$ cat config.mk
export PLATFORM = sky130hd
export DESIGN_NAME = sccr_top
export DESIGN_NICKNAME = d
export VERILOG_FILES = /design/src/hw/sccr_sync_sep.v /design/src/hw/sccr_top.v
export VERILOG_INCLUDE_DIRS = /design/src /design/src/hw
export SDC_FILE = /design/constraint.sdc
export NUM_CORES = 1
export LEC_CHECK = 0
export BUFFER_PORTS_ARGS = -buffer_cell sky130_fd_sc_hd__buf_2
export CORE_UTILIZATION = 25
export CTS_BUF_LIST = sky130_fd_sc_hd__clkbuf_2
export DETAILED_ROUTE_END_ITERATION = 6
export PLACE_DENSITY = 0.39
export SETUP_SLACK_MARGIN = 0.02
export SYNTH_ARGS = -nofsm -noshare
export SYNTH_HDL_FRONTEND = slang
export SYNTH_HIERARCHICAL = 1
export SYNTH_SLANG_ARGS = --single-unit
$ cat constraint.sdc
create_clock -name i_clk_sys -period 6.6 [get_ports i_clk_sys]
set_input_delay 0.99 -clock i_clk_sys [delete_from_list [all_inputs] [get_ports i_clk_sys]]
set_output_delay 0.99 -clock i_clk_sys [all_outputs]
set_load 0.02 [all_outputs]
$ cat src/hw/sccr_defines.vh
// Purpose: constants for the sync, coast and configuration register bank
// Assumes: byte-wide register port, 8-bit registers
// Notes:   offsets are the register indices of the serial control map
`ifndef SCCR_DEFINES_VH
`define SCCR_DEFINES_VH

// ---------------------------------------------------------------------------
// register offsets
// ---------------------------------------------------------------------------
`define SCCR_ADDR_SRC_PWR     8'h12
`define SCCR_ADDR_SEP_THRESH  8'h13
`define SCCR_ADDR_SCAN_POL    8'h14
`define SCCR_ADDR_POL_STATUS  8'h15
`define SCCR_ADDR_SLICER      8'h16
`define SCCR_ADDR_PRECOAST    8'h17
`define SCCR_ADDR_POSTCOAST   8'h18
`define SCCR_ADDR_TEST_A      8'h19
`define SCCR_ADDR_TEST_B      8'h1A
`define SCCR_ADDR_GAIN_MODE   8'h1B
`define SCCR_ADDR_OUT_FMT     8'h1C

// ---------------------------------------------------------------------------
// reset values
// ---------------------------------------------------------------------------
`define SCCR_RST_SRC_PWR      8'h01
`define SCCR_RST_SEP_THRESH   8'h20
`define SCCR_RST_SCAN_POL     8'h10
`define SCCR_RST_SLICER       6'h2F
`define SCCR_RST_PRECOAST     8'h00
`define SCCR_RST_POSTCOAST    8'h00
`define SCCR_RST_TEST_A       8'h00
`define SCCR_RST_TEST_B       8'hFF
`define SCCR_RST_GAIN_MODE    8'h00
`define SCCR_RST_OUT_FMT      8'h07

// ---------------------------------------------------------------------------
// field positions
// ---------------------------------------------------------------------------
`define SCCR_BIT_VS_OVERRIDE  3
`define SCCR_BIT_VS_SELECT    2
`define SCCR_BIT_COAST_SRC    1
`define SCCR_BIT_SLEEP_N      0
`define SCCR_BIT_SCAN_EN      2
`define SCCR_BIT_COAST_POL_OV 1
`define SCCR_BIT_HS_POL_OV    0
`define SCCR_BIT_CBCR_ORDER   2
`define SCCR_BIT_FMT_444      0

`endif

$ cat src/hw/sccr_sync_sep.v
// Purpose: sync separator, extracts vertical sync from composite sync
// Assumes: composite sync already normalised to active high
// Notes:   output follows input only after it has held for thresh+1 cycles
`timescale 1ns/10ps

module sccr_sync_sep #(
  parameter CNT_W = 8
) (
  input  wire             i_clk_sys,  // system clock
  input  wire             i_rst_n,    // synchronised reset, active low
  input  wire             i_enable,   // low holds separator idle
  input  wire [CNT_W-1:0] i_thresh,   // cycle count threshold
  input  wire             i_csync,    // composite sync, active high
  output reg              o_sep       // separated vertical sync
);

  reg [CNT_W-1:0] cnt_reg;

  // ---------------------------------------------------------------------------
  // width counter
  // ---------------------------------------------------------------------------
  // short pulses (hsync, equalisation) never reach the threshold
  always @(posedge i_clk_sys or negedge i_rst_n) begin
    if (!i_rst_n) begin
      cnt_reg <= {CNT_W{1'b0}};
      o_sep   <= 1'b0;
    end else if (!i_enable) begin
      cnt_reg <= {CNT_W{1'b0}};
      o_sep   <= 1'b0;
    end else if (i_csync == o_sep) begin
      cnt_reg <= {CNT_W{1'b0}};
    end else if (cnt_reg >= i_thresh) begin
      cnt_reg <= {CNT_W{1'b0}};
      o_sep   <= i_csync;
    end else begin
      cnt_reg <= cnt_reg + 1'b1;
    end
  end

endmodule

$ cat src/hw/sccr_top.v
// Purpose: sync source, coast and configuration register bank
// Assumes: register port is the decoded side of the serial control link
// Notes:   all sync inputs synchronous to i_clk_sys
`timescale 1ns/10ps
`include "sccr_defines.vh"

module sccr_top #(
  parameter LINE_W = 12
) (
  input  wire       i_clk_sys,        // system clock, 100 MHz
  input  wire       i_reset_n,        // asynchronous reset, active low
  input  wire [7:0] i_reg_addr,       // register index
  input  wire [7:0] i_reg_wdata,      // write data
  input  wire       i_reg_wr,         // write strobe, one cycle
  input  wire       i_reg_rd,         // read strobe, one cycle
  output reg  [7:0] o_reg_rdata,      // read data, valid cycle after strobe
  input  wire       i_hsync,          // hsync input, raw polarity
  input  wire       i_vsync_raw,      // unprocessed vsync, active high
  input  wire       i_csync,          // composite sync, active high
  input  wire       i_coast_pin,      // coast pin, raw polarity
  input  wire       i_hs_pol_det,     // detected hsync polarity, 1 = high
  input  wire       i_coast_pol_det,  // detected coast polarity, 1 = high
  input  wire       i_user_hs_pol,    // user hsync polarity
  input  wire       i_user_coast_pol, // user coast polarity
  input  wire       i_vs_auto_sel,    // auto vsync choice, 1 = separator
  input  wire       i_vs_out_act_low, // vsync output is active low
  output reg        o_chip_sleep_n,   // full chip power-down, active low
  output reg        o_scan_en,        // scan function enable
  output reg        o_hs_pol,         // effective hsync polarity
  output reg        o_coast_pol,      // effective coast polarity
  output reg  [4:0] o_sog_thresh,     // sync-on-green slicer threshold
  output reg        o_fmt_444,        // 1 = 4:4:4, 0 = 4:2:2
  output reg        o_cbcr_order,     // chroma output order
  output reg        o_vsync,          // selected vsync
  output reg        o_pll_hold        // pll hold (coast), active high
);

  // ---------------------------------------------------------------------------
  // reset release
  // ---------------------------------------------------------------------------
  reg  [1:0] rst_sync_reg;
  wire       rst_n;

  always @(posedge i_clk_sys or negedge i_reset_n) begin
    if (!i_reset_n) begin
      rst_sync_reg <= 2'b00;
    end else begin
      rst_sync_reg <= {rst_sync_reg[0], 1'b1};
    end
  end

  assign rst_n = rst_sync_reg[1];

  // ---------------------------------------------------------------------------
  // register storage
  // ---------------------------------------------------------------------------
  reg  [7:0] src_pwr_reg;
  reg  [7:0] sep_thresh_reg;
  reg  [7:0] scan_pol_reg;
  reg  [7:0] pol_status_reg;
  reg  [5:0] slicer_reg;
  reg  [7:0] precoast_reg;
  reg  [7:0] postcoast_reg;
  reg  [7:0] test_a_reg;
  reg  [7:0] test_b_reg;
  reg  [7:0] gain_mode_reg;
  reg  [7:0] out_fmt_reg;

  // fixed-value fields are stored as written, except slicer bits 1:0, which are dropped; software owns them
  always @(posedge i_clk_sys or negedge rst_n) begin
    if (!rst_n) begin
      src_pwr_reg    <= `SCCR_RST_SRC_PWR;
      sep_thresh_reg <= `SCCR_RST_SEP_THRESH;
      scan_pol_reg   <= `SCCR_RST_SCAN_POL;
      slicer_reg     <= `SCCR_RST_SLICER;
      precoast_reg   <= `SCCR_RST_PRECOAST;
      postcoast_reg  <= `SCCR_RST_POSTCOAST;
      test_a_reg     <= `SCCR_RST_TEST_A;
      test_b_reg     <= `SCCR_RST_TEST_B;
      gain_mode_reg  <= `SCCR_RST_GAIN_MODE;
      out_fmt_reg    <= `SCCR_RST_OUT_FMT;
    end else if (i_reg_wr) begin
      case (i_reg_addr)
        `SCCR_ADDR_SRC_PWR:    src_pwr_reg    <= i_reg_wdata;
        `SCCR_ADDR_SEP_THRESH: sep_thresh_reg <= i_reg_wdata;
        `SCCR_ADDR_SCAN_POL:   scan_pol_reg   <= i_reg_wdata;
        `SCCR_ADDR_SLICER:     slicer_reg     <= i_reg_wdata[7:2];
        `SCCR_ADDR_PRECOAST:   precoast_reg   <= i_reg_wdata;
        `SCCR_ADDR_POSTCOAST:  postcoast_reg  <= i_reg_wdata;
        `SCCR_ADDR_TEST_A:     test_a_reg     <= i_reg_wdata;
        `SCCR_ADDR_TEST_B:     test_b_reg     <= i_reg_wdata;
        `SCCR_ADDR_GAIN_MODE:  gain_mode_reg  <= i_reg_wdata;
        `SCCR_ADDR_OUT_FMT:    out_fmt_reg    <= i_reg_wdata;
        default: begin
        end
      endcase
    end
  end

  // ---------------------------------------------------------------------------
  // read port
  // ---------------------------------------------------------------------------
  reg [7:0] rdata_next;

  // unmapped indices and status low bits read as zero
  always @* begin
    case (i_reg_addr)
      `SCCR_ADDR_SRC_PWR:    rdata_next = src_pwr_reg;
      `SCCR_ADDR_SEP_THRESH: rdata_next = sep_thresh_reg;
      `SCCR_ADDR_SCAN_POL:   rdata_next = scan_pol_reg;
      `SCCR_ADDR_POL_STATUS: rdata_next = pol_status_reg;
      `SCCR_ADDR_SLICER:     rdata_next = {slicer_reg, 2'b00};
      `SCCR_ADDR_PRECOAST:   rdata_next = precoast_reg;
      `SCCR_ADDR_POSTCOAST:  rdata_next = postcoast_reg;
      `SCCR_ADDR_TEST_A:     rdata_next = test_a_reg;
      `SCCR_ADDR_TEST_B:     rdata_next = test_b_reg;
      `SCCR_ADDR_GAIN_MODE:  rdata_next = gain_mode_reg;
      `SCCR_ADDR_OUT_FMT:    rdata_next = out_fmt_reg;
      default:               rdata_next = 8'h00;
    endcase
  end

  always @(posedge i_clk_sys or negedge rst_n) begin
    if (!rst_n) begin
      o_reg_rdata <= 8'h00;
    end else if (i_reg_rd) begin
      o_reg_rdata <= rdata_next;
    end
  end

  // ---------------------------------------------------------------------------
  // control decode
  // ---------------------------------------------------------------------------
  wire awake;
  wire vs_use_sep;
  wire hs_pol_next;
  wire coast_pol_next;

  assign awake = src_pwr_reg[`SCCR_BIT_SLEEP_N];

  // user choice only counts while override is set
  assign vs_use_sep = src_pwr_reg[`SCCR_BIT_VS_OVERRIDE] ?
                      src_pwr_reg[`SCCR_BIT_VS_SELECT] :
                      i_vs_auto_sel;

  assign hs_pol_next = scan_pol_reg[`SCCR_BIT_HS_POL_OV] ?
                       i_user_hs_pol : i_hs_pol_det;

  assign coast_pol_next = scan_pol_reg[`SCCR_BIT_COAST_POL_OV] ?
                          i_user_coast_pol : i_coast_pol_det;

  always @(posedge i_clk_sys or negedge rst_n) begin
    if (!rst_n) begin
      o_chip_sleep_n <= 1'b1;
      o_scan_en      <= 1'b0;
      o_hs_pol       <= 1'b0;
      o_coast_pol    <= 1'b0;
      o_sog_thresh   <= 5'h17;
      o_fmt_444      <= 1'b1;
      o_cbcr_order   <= 1'b1;
      pol_status_reg <= 8'h00;
    end else begin
      o_chip_sleep_n <= awake;
      o_scan_en      <= scan_pol_reg[`SCCR_BIT_SCAN_EN];
      o_hs_pol       <= hs_pol_next;
      o_coast_pol    <= coast_pol_next;
      o_sog_thresh   <= slicer_reg[5:1];
      o_fmt_444      <= out_fmt_reg[`SCCR_BIT_FMT_444];
      o_cbcr_order   <= out_fmt_reg[`SCCR_BIT_CBCR_ORDER];
      pol_status_reg <= {i_hs_pol_det,
                         i_vs_out_act_low,
                         i_coast_pol_det,
                         5'h00};
    end
  end

  // ---------------------------------------------------------------------------
  // vsync path
  // ---------------------------------------------------------------------------
  wire sep_vsync;

  sccr_sync_sep #(
    .CNT_W (8)
  ) u_sync_sep (
    .i_clk_sys (i_clk_sys),
    .i_rst_n   (rst_n),
    .i_enable  (awake),
    .i_thresh  (sep_thresh_reg),
    .i_csync   (i_csync),
    .o_sep     (sep_vsync)
  );

  always @(posedge i_clk_sys or negedge rst_n) begin
    if (!rst_n) begin
      o_vsync <= 1'b0;
    end else begin
      o_vsync <= awake & (vs_use_sep ? sep_vsync : i_vsync_raw);
    end
  end

  // ---------------------------------------------------------------------------
  // coast generation
  // ---------------------------------------------------------------------------
  reg  [LINE_W-1:0] line_cnt_reg;
  reg  [LINE_W-1:0] frame_len_reg;
  reg               frame_ok_reg;
  reg  [7:0]        post_cnt_reg;
  reg               hs_act_d_reg;
  reg               vs_d_reg;
  wire              hs_act;
  wire              hs_edge;
  wire              vs_edge;
  wire              coast_pin_act;
  wire [LINE_W:0]   line_plus_pre;
  wire              pre_act;
  wire              post_act;
  wire              hold_next;

  assign hs_act        = o_hs_pol ? i_hsync : ~i_hsync;
  assign coast_pin_act = o_coast_pol ? i_coast_pin : ~i_coast_pin;
  assign hs_edge       = hs_act & ~hs_act_d_reg;
  assign vs_edge       = o_vsync & ~vs_d_reg;
  assign line_plus_pre = {1'b0, line_cnt_reg} + {{(LINE_W-7){1'b0}}, precoast_reg};

  // lines per frame learnt from the previous frame
  always @(posedge i_clk_sys or negedge rst_n) begin
    if (!rst_n) begin
      hs_act_d_reg  <= 1'b0;
      vs_d_reg      <= 1'b0;
      line_cnt_reg  <= {LINE_W{1'b0}};
      frame_len_reg <= {LINE_W{1'b0}};
      frame_ok_reg  <= 1'b0;
      post_cnt_reg  <= 8'h00;
    end else begin
      hs_act_d_reg <= hs_act;
      vs_d_reg     <= o_vsync;
      if (vs_edge) begin
        line_cnt_reg  <= {LINE_W{1'b0}};
        frame_len_reg <= line_cnt_reg;
        frame_ok_reg  <= 1'b1;
        post_cnt_reg  <= postcoast_reg;
      end else begin
        if (hs_edge && line_cnt_reg != {LINE_W{1'b1}}) begin
          line_cnt_reg <= line_cnt_reg + 1'b1;
        end
        if (hs_edge && !o_vsync && post_cnt_reg != 8'h00) begin
          post_cnt_reg <= post_cnt_reg - 8'h01;
        end
      end
    end
  end

  assign pre_act = frame_ok_reg && (precoast_reg != 8'h00) &&
                   (line_plus_pre >= {1'b0, frame_len_reg});
  assign post_act = o_vsync || (post_cnt_reg != 8'h00);

  assign hold_next = src_pwr_reg[`SCCR_BIT_COAST_SRC] ?
                     (pre_act | post_act) : coast_pin_act;

  // pll keeps its frequency while hold is high
  always @(posedge i_clk_sys or negedge rst_n) begin
    if (!rst_n) begin
      o_pll_hold <= 1'b0;
    end else begin
      o_pll_hold <= awake & hold_next;
    end
  end

endmodule

==> metrics.txt <==
via count=roughly 5.3k; Worst setup SP type=flop; worst skew pair latency=a little under 0.7 ns; first-pass GRT wire length=between 30,000 and 40,000 um; EDFF count, synth=0; I/O pins=51; final instance area=8529 sq um; synth warn=6; multi-input logic area=roughly 3700 sq um; RSZ-0062 raised after global routing=no; share of post-route cells with drive strength above 1=0.3085; FILL cells=just over 3k; area grow syn2layout=11.70%; TritonCTS Buffers=17; FMAX=around 0.29 GHz; cell area after synthesis=7636 sq um; WL met1=9973 um; number of port buffers=50; Clock Sinks=148; largest net degree at the start of global routing=between 60 and 70; Synth async-reset ratio=1.000; Synth cell types=74; Root Driver=clkbuf_2; HPWL reported at the end of detailed placement=approximately 15,000 um; HP Class=in2reg; crit path DAT=roughly 4.1 ns; Power Density=228.5 nW/um^2; Critical Path RT=about 7.2 ns; #FFs+latches synth=about 150; vias in the first global route=approximately 5.5k; gp weighted congestion=~0.86; Max clock buf depth=2; relative slew slack=0.3846; final hold vios=0; CP max FO=5; nets@finish=775; Post-CTS Hold Fix Bufs=1; Via density=~4.8; endpoint class of the critical path=flop; sequential element share of the synthesized area=0.4893; clock skew=about 0.025 ns; fin. max-slew vios=0; Core Region=approximately 30,000 sq um; DR DRC count=0; Final Cycle Share=0.5173; PostCTS Resize Cnt=0; remaining antenna violation count after routing=0; status=finished clean; H-tree levels=4; postcts setup bufs=0; Mapped Avg Cell Area=between 10 and 15 sq um; setup violators final=0; clock-pin transition on the worst setup and hold timing paths=0.22 ns; DR WL/cell=about 19 um; Congestion Overflow GR=0; Slowest cell on crit path=dfrtp_1; worst path cell trace=ha_1, inv_1, fa_1, nor2b_1, o2111a_1, o21ai_0, a21oi_1, xor2_1, ha_1, nand4_1, a211oi_1, o21ai_0, a41oi_1, o221a_2; peak supply drop=0.08159 mV; Final Core Density=0.2855; WL final=roughly 21,000 um; ys flop type=dfrtp_1; Worst Setup Path Type=reg2reg; DIE AREA=approximately 31,000 sq um; slowest stage delay, CP=approximately 0.51 ns; initial antenna violation count=1; storage element area=between 3000 and 4000 sq um; P_leak=around 3.9 nW; maxcap violations=0; final worst path period need=around 3.4 ns; uppermost layer routed=met4; CTS tree=done; Mapped Cells=between 600 and 700; Placement Cell Area=around 8300 sq um; Initial Utilization=0.2556; gr usage total=0.1399; Met3 Routed Length=734 um; worst slew pin tran=about 0.9 ns; setup TNS=0 ns; Post-Syn Nets=between 700 and 800; Die Ht=176.8 um; row cnt=63; Die W=176.8 um; first drt pass iteration count=4; DR iter-0 viols=305; routed wl met2=about 9800 um
## logic make-up after synthesis
family                   Yosys count  share of synthesized area
flip-flops                       148                     0.4893
other                              1                  0.0004911
adder cells (fa/ha/maj)           32                    0.05342
buffers and inverters             62                    0.03277
AND/OR/NAND/NOR                  175                     0.1250
XOR/XNOR                          29                    0.03326
AO/OA/AOI/OAI                    119                     0.1113
multiplexers                     102                     0.1545
## path summary, 6_finish.rpt
kind	slack (ns)	startpoint	depth (start not counted)	end
max in group asynchronous	4.88	rst_sync_reg[1]	1	sep_thresh_reg[2]
setup / recovery	3.19	line_cnt_reg[0]	14	o_pll_hold
min in group asynchronous	0.48	rst_sync_reg[1]	0	frame_len_reg[4]
hold / removal	0.38	i_vs_out_act_low	1	pol_status_reg[6]
hold reg to reg	0.38	rst_sync_reg[0]	0	rst_sync_reg[1]
setup reg to reg	3.19	line_cnt_reg[0]	14	o_pll_hold
## cell usage in the layout, fill, tap and decap left out, drive strengths merged, types with 24 or more instances in the layout
cell / Yosys / layout
dfrtp: 122 / 122
mux2: 87 / 87
buf: 16 / 53
nand2: 43 / 43
nor2: 42 / 42
inv: 34 / 35
ha: 31 / 31
dfstp: 26 / 26
o21ai: 24 / 24
nand3: 24 / 24
## per-stage QoR
step | std cells | worst slack, ns | hold WS [ns] | total power [mW]
6_report | 1118 | 3.186 | 0.3834 | 1.949
5_1_grt | 1117 | 2.880 | 0.2507 | 2.087
3_3_place_gp | 1083 | 3.366 | 0.3389 | 1.443
3_5_place_dp | 1083 | 3.225 | 0.3364 | 1.450
2_1_floorplan | 668 | 2.216 | 0.3312 | 1.331
4_1_cts | 1116 | 3.171 | 0.2876 | 1.989
## power by group
group | internal (mW) | leakage, nW | switching [mW]
combinational | 0.147 | 1.86 | 0.195
sequential | 0.999 | 1.87 | 0.0880
clock | 0.179 | 0.144 | 0.340
## critical path, delay by kind of cell, from the launching register on
kind	cells	cell delay [ns]
AOI/OAI and AO/OA	7	1.41
adders and majority gates	3	0.97
and+or+nand+nor	2	0.31
DFF	1	0.51
buffers and inverters	1	0.07
xor gates and xnor gates	1	0.10
## per-layer routing
metal / GRT usage / up-vias
met2: 0.2250 / 92
li1: - / 2507
met1: 0.1927 / 2709
met3: 0.03050 / 11
met4: 0.02658 / 0
met5: 0 / -
## Yosys cell counts, types with 3 or more instances
master | instances | share of area
dfrtp_1 | 122 | 0.40
mux2_2 | 87 | 0.13
nand2_1 | 43 | 0.021
nor2_1 | 40 | 0.020
inv_1 | 34 | 0.017
ha_1 | 31 | 0.051
dfstp_2 | 26 | 0.089
a21oi_1 | 23 | 0.015
o21ai_0 | 23 | 0.015
nand3_1 | 21 | 0.014
xor2_1 | 18 | 0.021
a22oi_1 | 16 | 0.016
clkbuf_1 | 11 | 0.0054
mux2i_1 | 11 | 0.014
nand4_1 | 11 | 0.0090
xnor2_1 | 11 | 0.013
nand2b_1 | 9 | 0.0074
nor2b_1 | 9 | 0.0074
and3_1 | 8 | 0.0066
buf_1 | 7 | 0.0034
buf_2 | 7 | 0.0046
a211oi_1 | 5 | 0.0049
a31oi_1 | 5 | 0.0041
and2_1 | 4 | 0.0033
mux4_2 | 4 | 0.012
o21a_1 | 4 | 0.0039
or3_1 | 4 | 0.0033
a21o_1 | 3 | 0.0029
a221o_1 | 3 | 0.0039
nand3_2 | 3 | 0.0039
nor3_1 | 3 | 0.0020
o211ai_1 | 3 | 0.0029
o221ai_1 | 3 | 0.0034
o22ai_1 | 3 | 0.0025
or4_1 | 3 | 0.0029
## layout make-up
| type | count | area share |
|---|---|---|
| antenna | 2 | 0.0005868 |
| clock buffer | 20 | 0.01174 |
| clock inverter | 12 | 0.01570 |
| inverter | 34 | 0.01496 |
| multi-input combinational | 458 | 0.4282 |
| sequential | 148 | 0.4385 |
| tap | 390 | 0.05721 |
| timing repair buffer | 54 | 0.03315 |
No activity file was read; power rests on OpenSTA's default activity.
